**src/rtl/wsic_pkg.sv**
```systemverilog
// Package: register map, field positions and reset values of the block
package wsic_pkg;
    // Register byte offsets
    localparam logic [7:0] OFS_AUX_CTRL = 8'h00;
    localparam logic [7:0] OFS_AUX_STAT = 8'h04;
    localparam logic [7:0] OFS_IRQ_ONE = 8'h14;
    localparam logic [7:0] OFS_RSVD_SIX = 8'h18;
    localparam logic [7:0] OFS_IRQ_TWO = 8'h1c;
    // ext_ctrl_irq_one fields
    localparam int B_WAKE_IRQ = 4;
    localparam int B_WAKE_IRQ_EN = 3;
    localparam int B_HOST_WAKE = 2;
    localparam int B_WAKE_SEL = 1;
    localparam int B_SUSPEND = 0;
    // ext_ctrl_irq_two fields
    localparam int B_QUICK_SUSP = 15;
    localparam int B_RX_POLL = 13;
    localparam int B_CHAIN_DIS = 12;
    localparam int B_TMR_IRQ = 11;
    localparam int B_TMR_IRQ_EN = 10;
    localparam int B_MRE_IRQ = 9;
    localparam int B_MRE_IRQ_EN = 8;
    // aux_ctrl fields
    localparam int B_GLOBAL_EN = 0;
    localparam int B_HALT = 1;
    localparam int B_SOFT_RST = 2;
    localparam int B_RELOAD_LO = 8;
    // aux_stat fields
    localparam int B_ST_SUMMARY = 0;
    localparam int B_ST_WAKE_MODE = 1;
    localparam int B_ST_SUSPENDED = 2;
    localparam int B_ST_COUNT_LO = 8;
    // Widths and reset values
    localparam int TMR_W = 6;
    localparam logic [TMR_W-1:0] TMR_RELOAD_RST = 6'h3f;
    localparam logic [1:0] RST_SYNC_RST = 2'h0;
    // Suspend sequencer, Gray along run -> wait -> suspended
    typedef enum logic [1:0] {
        SP_RUN = 2'h0,
        SP_FAST = 2'h1,
        SP_SUSP = 2'h3,
        SP_FLUSH = 2'h2
    } susp_e;
endpackage

```
**src/rtl/sw_timer.sv**
```systemverilog
// Software timer: free running down counter with reload and expiry pulse
`timescale 1ns/1ps
module sw_timer #(
    parameter int W = 6
) (
    input wire logic clk,
    input wire logic rst_n,
    input wire logic [W-1:0] reload,
    output logic [W-1:0] count,
    output logic expired
);
    typedef struct packed {
        logic [W-1:0] cnt;
        logic exp;
    } tmr_s;
    tmr_s q, d;

    // At zero: flag expiry and reload at once, counting resumes
    always_comb begin
        d = q;
        d.exp = 1'b0;
        if (q.cnt == '0) begin
            d.exp = 1'b1;
            d.cnt = reload;
        end else begin
            d.cnt = q.cnt - 1'b1;
        end
    end

    always_ff @(posedge clk or negedge rst_n) begin
        if (!rst_n) begin
            q <= '0;
        end else begin
            q <= d;
        end
    end

    assign count = q.cnt;
    assign expired = q.exp;
endmodule // sw_timer

```
**src/rtl/wake_suspend_irq_control.sv**
```systemverilog
// Wake frame, suspend, poll demand and interrupt control registers
//
// Behaviour
// - Wake frame in wake mode sets flag
// - Wake flag drives line with both enables
// - Wake flag: write one clears, resets clear
// - Wake enable gates summary, survives halt
// - Wake mode: select and (power or enable)
// - Wake select/enable cleared by resets only
// - Suspend bit reads one once suspended
// - Suspend set accepted only while not halted
// - Writing zero, resets or halt end suspend
// - Resume keeps ring positions, no reinit
// - Suspend style chosen when bit set
// - Fast: finish started work, start nothing
// - Flush: empty queues before entering suspend
// - Write one sets rx poll demand
// - Descriptor fetch or resets clear demand
// - Chain poll disable stops automatic polling
// - Timer zero sets flag and reloads
// - Timer flag: enable gates, write one clears
// - Turnaround not low sets read error
// - Read error flag: enable gates, clears
// - Indicator bits clear on write one
// - Upper halves and reserved ignore writes
//
// Design decisions made here: the placing of the registers and the APB register port.
`timescale 1ns/1ps
module wake_suspend_irq_control #(
    parameter int ADDR_W = 8
) (
    input wire logic clk,
    input wire logic rst_n,
    input wire logic psel,
    input wire logic penable,
    input wire logic pwrite,
    input wire logic [ADDR_W-1:0] paddr,
    input wire logic [31:0] pwdata,
    output logic [31:0] prdata,
    output logic pready,
    output logic pslverr,
    input wire logic power_good_input,
    input wire logic wake_frame_rx,
    input wire logic mdio_turn_high,
    input wire logic rx_desc_fetch,
    input wire logic tx_poll_demand,
    input wire logic poll_interval_tick,
    input wire logic dma_active,
    input wire logic frame_active,
    input wire logic tx_queue_empty,
    input wire logic rx_buf_empty,
    output logic irq_summary,
    output logic pci_irq_n,
    output logic wake_mode_active,
    output logic suspended,
    output logic no_new_work,
    output logic flush_req,
    output logic rx_poll_go,
    output logic tx_poll_go,
    output logic chain_poll_disable,
    output logic ring_reinit
);
    import wsic_pkg::*;

    typedef struct packed {
        logic [31:0] rdata;
        logic ready;
        logic slverr;
        logic [1:0] pg_sync;
        logic global_en;
        logic halt;
        logic [TMR_W-1:0] reload;
        logic wake_irq;
        logic wake_irq_en;
        logic host_wake;
        logic wake_sel;
        logic susp_req;
        logic quick_en;
        logic quick_mode;
        susp_e susp;
        logic rx_poll;
        logic chain_dis;
        logic tmr_irq;
        logic tmr_irq_en;
        logic mre_irq;
        logic mre_irq_en;
        logic summary;
        logic line_n;
        logic wake_mode;
        logic rx_go;
        logic tx_go;
        logic reinit;
        logic susp_done;
        logic no_new;
        logic flushing;
    } state_s;

    state_s q, d;
    logic [1:0] rst_sync_q;
    logic rst_ok_n;
    logic [TMR_W-1:0] tmr_count;
    logic tmr_expired;
    logic setup, wr_acc, wr_aux, wr_one, wr_two;
    logic s_reset, halt_set, clr_soft;
    logic [31:0] rd_mux;
    logic rd_ok;

    ////////////////////////////////////////////////////////////////////
    // Reset release through two flops; assertion stays asynchronous
    always_ff @(posedge clk or negedge rst_n) begin
        if (!rst_n) begin
            rst_sync_q <= RST_SYNC_RST;
        end else begin
            rst_sync_q <= {rst_sync_q[0], 1'b1};
        end
    end
    assign rst_ok_n = rst_sync_q[1];

    // Timer runs on the reload value held in aux_ctrl
    sw_timer #(
        .W(TMR_W)
    ) u_timer (
        .clk(clk),
        .rst_n(rst_ok_n),
        .reload(q.reload),
        .count(tmr_count),
        .expired(tmr_expired)
    );

    ////////////////////////////////////////////////////////////////////
    // Bus decode; writes land on the access edge with pready high
    assign setup = psel && !penable;
    assign wr_acc = psel && penable && q.ready && pwrite;
    assign wr_aux = wr_acc && (paddr == OFS_AUX_CTRL);
    assign wr_one = wr_acc && (paddr == OFS_IRQ_ONE);
    assign wr_two = wr_acc && (paddr == OFS_IRQ_TWO);
    assign s_reset = wr_aux && pwdata[B_SOFT_RST];
    assign halt_set = wr_aux && pwdata[B_HALT];
    // Soft reset and halt share many clears
    assign clr_soft = s_reset || halt_set;

    // Read view; upper halves and the reserved word read zero
    always_comb begin
        rd_mux = 32'h0;
        rd_ok = 1'b1;
        case (paddr)
            OFS_AUX_CTRL: begin
                rd_mux[B_GLOBAL_EN] = q.global_en;
                rd_mux[B_HALT] = q.halt;
                rd_mux[B_RELOAD_LO +: TMR_W] = q.reload;
            end
            OFS_AUX_STAT: begin
                rd_mux[B_ST_SUMMARY] = q.summary;
                rd_mux[B_ST_WAKE_MODE] = q.wake_mode;
                rd_mux[B_ST_SUSPENDED] = (q.susp == SP_SUSP);
                rd_mux[B_ST_COUNT_LO +: TMR_W] = tmr_count;
            end
            OFS_IRQ_ONE: begin
                rd_mux[B_WAKE_IRQ] = q.wake_irq;
                rd_mux[B_WAKE_IRQ_EN] = q.wake_irq_en;
                rd_mux[B_HOST_WAKE] = q.host_wake;
                rd_mux[B_WAKE_SEL] = q.wake_sel;
                rd_mux[B_SUSPEND] = (q.susp == SP_SUSP);
            end
            OFS_RSVD_SIX: begin
                rd_mux = 32'h0;
            end
            OFS_IRQ_TWO: begin
                rd_mux[B_QUICK_SUSP] = q.quick_en;
                rd_mux[B_RX_POLL] = q.rx_poll;
                rd_mux[B_CHAIN_DIS] = q.chain_dis;
                rd_mux[B_TMR_IRQ] = q.tmr_irq;
                rd_mux[B_TMR_IRQ_EN] = q.tmr_irq_en;
                rd_mux[B_MRE_IRQ] = q.mre_irq;
                rd_mux[B_MRE_IRQ_EN] = q.mre_irq_en;
            end
            default: begin
                rd_ok = 1'b0;
            end
        endcase
    end

    ////////////////////////////////////////////////////////////////////
    // Next state of the whole block
    always_comb begin
        d = q;
        // Zero wait state slave: answer in the first access cycle
        d.ready = setup;
        d.slverr = setup && !rd_ok;
        d.rdata = setup ? rd_mux : q.rdata;
        // First sync flop feeds only the second
        d.pg_sync = {q.pg_sync[0], power_good_input};

        if (wr_aux) begin
            d.global_en = pwdata[B_GLOBAL_EN];
            d.halt = pwdata[B_HALT];
            d.reload = pwdata[B_RELOAD_LO +: TMR_W];
        end

        // Enables and mode bits, kept across halt
        if (wr_one) begin
            d.wake_irq_en = pwdata[B_WAKE_IRQ_EN];
            d.host_wake = pwdata[B_HOST_WAKE];
            d.wake_sel = pwdata[B_WAKE_SEL];
        end
        if (s_reset) begin
            d.wake_irq_en = 1'b0;
            d.host_wake = 1'b0;
            d.wake_sel = 1'b0;
        end

        // Wake mode entry
        d.wake_mode = q.wake_sel && (q.pg_sync[1] || q.host_wake);

        // Wake flag: event set beats a host clear
        if (wr_one && pwdata[B_WAKE_IRQ]) begin
            d.wake_irq = 1'b0;
        end
        if (q.wake_mode && wake_frame_rx) begin
            d.wake_irq = 1'b1;
        end
        if (clr_soft) begin
            d.wake_irq = 1'b0;
        end

        // Quick suspend style bit
        if (wr_two) begin
            d.quick_en = pwdata[B_QUICK_SUSP];
        end
        if (clr_soft) begin
            d.quick_en = 1'b0;
        end

        // Suspend request; style latched from the current quick bit
        if (wr_one) begin
            if (!pwdata[B_SUSPEND]) begin
                d.susp_req = 1'b0;
            end else if (!q.halt && !q.susp_req) begin
                d.susp_req = 1'b1;
                d.quick_mode = q.quick_en;
            end
        end
        if (clr_soft) begin
            d.susp_req = 1'b0;
        end

        // Suspend sequencer
        case (q.susp)
            SP_RUN: begin
                if (q.susp_req) begin
                    d.susp = q.quick_mode ? SP_FAST : SP_FLUSH;
                end
            end
            SP_FAST: begin
                // Only work already begun may finish
                if (!dma_active && !frame_active) begin
                    d.susp = SP_SUSP;
                end
            end
            SP_FLUSH: begin
                // Queues must empty; can take long under traffic
                if (!dma_active && !frame_active &&
                    tx_queue_empty && rx_buf_empty) begin
                    d.susp = SP_SUSP;
                end
            end
            SP_SUSP: begin
                d.susp = SP_SUSP;
            end
            default: begin
                d.susp = SP_RUN;
            end
        endcase
        if (!q.susp_req) begin
            d.susp = SP_RUN;
        end
        // Status pins registered from the next state, same timing as state
        d.susp_done = (d.susp == SP_SUSP);
        d.no_new = (d.susp == SP_FAST) || (d.susp == SP_SUSP);
        d.flushing = (d.susp == SP_FLUSH);

        // Ring restart only on soft reset or halt, never on resume
        d.reinit = clr_soft;

        // Receive poll demand: set by write one, cleared by fetch
        if (rx_desc_fetch) begin
            d.rx_poll = 1'b0;
        end
        if (wr_two && pwdata[B_RX_POLL]) begin
            d.rx_poll = 1'b1;
        end
        if (s_reset) begin
            d.rx_poll = 1'b0;
        end

        // Chain poll disable survives soft reset and halt
        if (wr_two) begin
            d.chain_dis = pwdata[B_CHAIN_DIS];
            d.tmr_irq_en = pwdata[B_TMR_IRQ_EN];
            d.mre_irq_en = pwdata[B_MRE_IRQ_EN];
        end

        // Poll strobes: demand always, interval tick unless disabled
        d.rx_go = q.rx_poll || (!q.chain_dis && poll_interval_tick);
        d.tx_go = tx_poll_demand ||
                  (!q.chain_dis && poll_interval_tick);

        // Timer and read error flags, write one clears, set wins
        if (wr_two && pwdata[B_TMR_IRQ]) begin
            d.tmr_irq = 1'b0;
        end
        if (tmr_expired) begin
            d.tmr_irq = 1'b1;
        end
        if (wr_two && pwdata[B_MRE_IRQ]) begin
            d.mre_irq = 1'b0;
        end
        if (mdio_turn_high) begin
            d.mre_irq = 1'b1;
        end

        // Summary and line follow flags and enables one clock later
        d.summary = (q.wake_irq && q.wake_irq_en) ||
                    (q.tmr_irq && q.tmr_irq_en) ||
                    (q.mre_irq && q.mre_irq_en);
        d.line_n = !((q.wake_irq && q.wake_irq_en && q.global_en) ||
                     (q.tmr_irq && q.tmr_irq_en) ||
                     (q.mre_irq && q.mre_irq_en));
    end

    // Single state register; hard reset clears all but line_n (set high) and reload (3f)
    always_ff @(posedge clk or negedge rst_ok_n) begin
        if (!rst_ok_n) begin
            q <= '0;
            q.line_n <= 1'b1;
            q.reload <= TMR_RELOAD_RST;
            q.susp <= SP_RUN;
        end else begin
            q <= d;
        end
    end

    ////////////////////////////////////////////////////////////////////
    // Outputs straight from the state register
    assign prdata = q.rdata;
    assign pready = q.ready;
    assign pslverr = q.slverr;
    assign irq_summary = q.summary;
    assign pci_irq_n = q.line_n;
    assign wake_mode_active = q.wake_mode;
    assign suspended = q.susp_done;
    assign no_new_work = q.no_new;
    assign flush_req = q.flushing;
    assign rx_poll_go = q.rx_go;
    assign tx_poll_go = q.tx_go;
    assign chain_poll_disable = q.chain_dis;
    assign ring_reinit = q.reinit;
endmodule // wake_suspend_irq_control

```
**config.mk**
```make
export PLATFORM = sky130hd
export DESIGN_NAME = wake_suspend_irq_control
export DESIGN_NICKNAME = d
export VERILOG_FILES = /design/src/rtl/wsic_pkg.sv /design/src/rtl/sw_timer.sv /design/src/rtl/wake_suspend_irq_control.sv
export SDC_FILE = /design/constraint.sdc
export NUM_CORES = 1
export LEC_CHECK = 0
export BUFFER_PORTS_ARGS = -buffer_cell sky130_fd_sc_hd__buf_2
export CAP_MARGIN = 20
export CORE_MARGIN = 2
export CORE_UTILIZATION = 45
export DETAILED_ROUTE_END_ITERATION = 8
export GPL_TIMING_DRIVEN = 0
export PLACE_DENSITY = 0.79
export SLEW_MARGIN = 0
export SYNTH_ARGS = -nofsm -noshare
export SYNTH_HDL_FRONTEND = slang
export SYNTH_SLANG_ARGS = --single-unit
```
**constraint.sdc**
```tcl
create_clock -name clk -period 1.55 [get_ports clk]
set_input_delay 0.2325 -clock clk [delete_from_list [all_inputs] [get_ports clk]]
set_output_delay 0.2325 -clock clk [all_outputs]
set_load 0.1 [all_outputs]
```
# After elaboration in Yosys (flattened, before gate mapping)
# Cells that the tools add are included.
# classes
n_reduce_logical,55
n_mux,31
n_addsub,1
n_eq_ne,11
# op_table
cell,n
$logic_and 1x1->1,25
$eq 8x5->1 const B,3
$mux 1,19
$pmux 6 s3,1
$mux 2,5
$reduce_bool 2->1,5
$logic_or 1x1->1,9
$eq 2x2->1 const B,4
$eq 8x3->1 const B,1
$logic_not 1->1,8
$logic_not 8->1,1
$pmux 2 s4,1
$logic_not 6->1,1
$mux 3,2
$mux 6,1
$pmux 2 s3,1
$reduce_bool 3->1,2
$sub 6x1->6 const B,1
$reduce_or 5->1,1
$eq 2x1->1 const B,2
$ne 3x1->1 const B,1
$reduce_and 3->1,1
$logic_not 2->1,1
$pmux 1 s2,1
$reduce_and 2->1,1
# totals
out_inout_bits,44
wordCells,131
in_bits,55
register_bits,57

# Depth between registers and ports, before layout
# logic_depth
word_depth,9
ltp_mapped,6
depth_no_buf,5

# Cells and area by module
# From an unflattened synthesis, not the netlist that was laid out.
# unflattened
cells_unflattened,256
area_unflattened_um2,2866.5
# by_module_without_submodules
mod,seq_area_each_um2,instances,area_per_inst_um2,cells_each
wake_suspend_irq_control,1234.9,1,2474.9,222
sw_timer,175.2,1,391.6,34

# Worst setup path before layout
# Ideal clock, no wire load.
# synth_timing
path_kind,register to register
startpoint,"reg q, in the netlist pready"
endpoint,reg q[17] in the netlist's numbering
arrival_time_ns,2.407
n_path_buf,1
setup_ns,0.128
path_stages_with_launch,6
setup_slack_ns,-0.984
path_cell_list,dfrtp_1 nand4_1 or4_4 buf_6 nor4b_4 mux2_1
# synth_between
elab_chain_cells,4
# synth_rtl
item,line_no,source
"start, declared",wake_suspend_irq_control.sv:98,"state_s q, d;"
$logic_and 1x1->1 (2 in series),wake_suspend_irq_control.sv:133,assign wr_acc = psel && penable && q.ready && pwrite;
$logic_and 1x1->1,wake_suspend_irq_control.sv:135,assign wr_one = wr_acc && (paddr == OFS_IRQ_ONE);
$reduce_and 3->1 (no source line),-,
# No other way between the ends.
# A chain may end at the register's enable or synchronous reset.

# Worst setup path in the final report
# layout_timing
startpoint,in paddr[6]
endpoint,reg q[29] (netlist name)
# layout_between
elab_chain_cells,2
# layout_rtl
item,line_no,source
"start, declared",wake_suspend_irq_control.sv:37,"input wire logic [ADDR_W-1:0] paddr,"
$logic_not 8->1,wake_suspend_irq_control.sv:134,assign wr_aux = wr_acc && (paddr == OFS_AUX_CTRL);
$logic_and 1x1->1,wake_suspend_irq_control.sv:134,
# No other way between the ends.

==> impl_metrics.csv <==
group,metric,value,unit
timing,slew_violations,0,
critical_path,regToRegSetupSlack,-150,ps
power,leakage,1.82,nW
finish,fillers,484,
drt,drcViolationCount,0,
logic_synthesis,synth_common_cells,"49 x dfrtp_1, 35 x nand2_1, 32 x buf_4",
power,comb_power_share,16.5,%
critical_path,crit_type,"in -> reg",
min_path,min_to,"d[33]$_DFF_PN0_",
min_path,worstHoldPathType,"in -> reg",
drt,antenna_left,0,
finish,fin_nets,422,
critical_path,worstReg2RegEnd,"q[17]$_DFFE_PN0P_",
finish,final_cell_area,0.00364,mm2
critical_path,ff2ff_path_depth,4,
logic_synthesis,ys_seq_area_share,51.8,%
power,p_per_area,778,mW/mm2
finish,diodes,0,
placement,placed_cell_area,0.00325,mm2
logic_synthesis,syn_area,0.00272,mm2
critical_path,cp-start-kind,"input pin",
grt,grt.overflow.total,0,
drt,vias,2155,
timing,timing.final.hold_violations,0,
outcome,status,"complete, but fails checks",
cts,cts_tree,"built",
cts,cts_buffers,5,
critical_path,required,1800,ps
timing,setup_viol,23,
power,power_switching,0.837,mW
placement,routabilityCongestion,0.824,
flow_run,maxCapViolCount,0,
min_path,hold_depth,1,
grt,grt_pass1_wl,10.4,mm
timing,holdWs,23.9,ps
logic_synthesis,yosys_warnings,0,
finish,drive_above_1_share,44.3,%
logic_synthesis,synth_area_leaders,"dfrtp_1 45%, buf_4 8.8%, dfstp_2 6.8%, nand2_1 4.8%, mux2_2 4.6%",
timing,clock.fmax,0.559,GHz
placement,dp.final_hpwl,4.52,mm
timing,rsz0062_at_grt,"yes",
outcome,failed_checks,"negative setup slack",
critical_path,cp_slowest_stage_delay,540,ps
grt,grt_max_degree,33,
logic_synthesis,synth_top_area_cell,"dfrtp_1",
grt,groute.usage.overall,20.7,%
power,finalPower,2.83,mW
timing,fin_crit_sh,115,%
logic_synthesis,synth-seq-cells,56,
floorplanning,fp.coreArea,0.00589,mm2
critical_path,crit_fanout,4,
drt,vias_per_cell,4.89,
drt,dr.first_iter.drc_count,137,
floorplanning,initial_core_util,46.2,%
drt,wl,6.32,mm
critical_path,crit_arrival,2040,ps
grt,grt_pass1_vias,2154,
floorplanning,die_x,81.7,um
cts,clk_latency,310,ps
critical_path,end_kind,"flip-flop",
logic_synthesis,synth_cells,265,
floorplanning,chipHeight,81.7,um
floorplanning,ios,99,
timing,fin_crit,1790,ps
critical_path,cp_cell_sequence,"buf_6 -> or4_4 -> buf_4 -> buf_12 -> nor4bb_4 -> buf_4 -> buf_8 -> mux2_4",
timing,tightest_slew,518,ps
logic_synthesis,yosysMostFrequentCell,"dfrtp_1",
logic_synthesis,synth-edff-count,0,
critical_path,cp_common_cell,"buf_4",
floorplanning,die-area,0.00668,mm2
power,ir_drop,418,uV
floorplanning,num_rows,28,
logic_synthesis,ys.flop_type,"dfrtp_1",
cts,htree_levels,2,
critical_path,worstReg2RegStart,"pready$_DFF_PN0_",
drt,firstDrtPassIters,4,
timing,clock-skew-final,8.62,ps
cts,cts_root_buffer,"clkbuf_8",
power,power_frac_clock,30.8,%
power,p_int,1.99,mW
logic_synthesis,yosys.area.top_type_share,45.1,%
cts,cts_buffer_depth,2,
cts,cts.sinks,56,
power,seq_power_share,52.7,%
drt,wire_per_inst,14.3,um
timing,maxSlewHeadroom,65.5,%
logic_synthesis,async_flop_share,100,%
critical_path,slowest_stage,"or4_4",
logic_synthesis,ys_types,43,
finish,area_growth,33.8,%
placement,io_buffers,58,
power,switching_share,29.6,%
timing,finalWorstSetupSlack,-240,ps
min_path,hold_start,"power_good_input",
cts,cts.clk_slew.worst_paths,90,ps
logic_synthesis,syn_avg_cell_area,10.3,um2
grt,antenna_found_initial,0,
metal layers:
metal  routed length, um  track usage, %  vias up
li1                    -               -     1061
met1                2820            27.8     1007
met2                3050            33.7       80
met3                 408            4.73        7
met4                  54            6.50        0
met5                   0               0        -
how the worst max path moves through the flow:
| stage | startpoint | to | slack, ps | cells past startpoint |
|---|---|---|---|---|
| 2_1_floorplan | pready$_DFF_PN0_ | q[17]$_DFFE_PN0P_ | -680 | 5 |
| 3_3_place_gp | paddr[0] | q[17]$_DFFE_PN0P_ | -820 | 7 |
| 3_5_place_dp | paddr[0] | q[17]$_DFFE_PN0P_ | -840 | 7 |
| 4_1_cts | pready$_DFF_PN0_ | q[17]$_DFFE_PN0P_ | -210 | 4 |
| 5_1_grt | paddr[6] | q[29]$_DFFE_PN1N_ | -270 | 8 |
| 6_report | paddr[6] | q[29]$_DFFE_PN1N_ | -240 | 8 |
metrics by stage:
stage / setup WS (ps) / utilization [%] / TNS [ps] / cells
after floorplan: -679 / - / -6860 / 284
after global placement: -821 / 54.8 / -17240 / 417
after detailed placement: -840 / 55.1 / -19680 / 418
after CTS: -205 / 60.1 / -1120 / 435
after global routing: -267 / 61.8 / -4330 / 441
final: -240 / 61.8 / -3420 / 441
power groups by stage:
stage | Combinational, mW | Sequential, mW | Clock [mW]
after floorplan | 0.298 | 1.57 | 0
after global placement | 0.413 | 1.54 | 0
after detailed placement | 0.438 | 1.52 | 0
after CTS | 0.459 | 1.49 | 0.877
after global routing | 0.492 | 1.50 | 0.951
final | 0.467 | 1.49 | 0.871
logic make-up after synthesis:
kind of cell    after synthesis  synth area share (%)
simple gates                 88                  16.6
flops                        56                  51.8
buf+inv                      49                  11.5
compound gates               43                  9.34
mux                          21                  8.28
xor+xnor                      4                  1.29
fa+ha+maj                     2                 0.920
other cells                   2                 0.276
worst max-delay path: cells and delay by family:
kind | cells | cell delay, ps
and+or+nand+nor | 2 | 840
buffers and inverters | 5 | 670
muxes | 1 | 290
final cells by class:
cell class	instances	area (um2)	area share [%]
Buffer	39	280	7.70
Clock buffer	8	100	2.75
Inverter	8	30.0	0.825
Multi-Input combinational cell	179	1240	34.0
Sequential cell	56	1410	38.8
Tap cell	75	93.8	2.58
Timing Repair Buffer	76	484	13.3
flip-flops by register name, indices dropped and copies added, names as in the netlist, 2 cells and up:
name,count
rst_sync_q,2
prdata,12
q,22
u_timer.count,6
placed cells by master (no fill, tap or decap), types with 4 or more instances in the layout:
master    count
buf_2        56
dfrtp_1      46
buf_4        43
nand2_1      34
conb_1       21
nor2_1       12
mux2_4       11
mux2i_1       9
a21oi_1       9
o21ai_1       9
inv_1         8
o21ai_0       8
clkbuf_8      8
nor3_1        7
dfstp_2       7
nand3_1       5
o21ai_2       5
buf_6         5
nor2b_1       4
nand2b_1      4
clkbuf_1      4
what timing repair did:
item	4_1_cts	5_1_grt
setup endpoints to repair	28	33
gates cloned	1	0
endpoints found under the hold margin	2	0
hold buffers	1	0
pin swaps	7	8
resized for setup	24	30
buffers inserted	9	6
(Power assumes the default switching activity.)
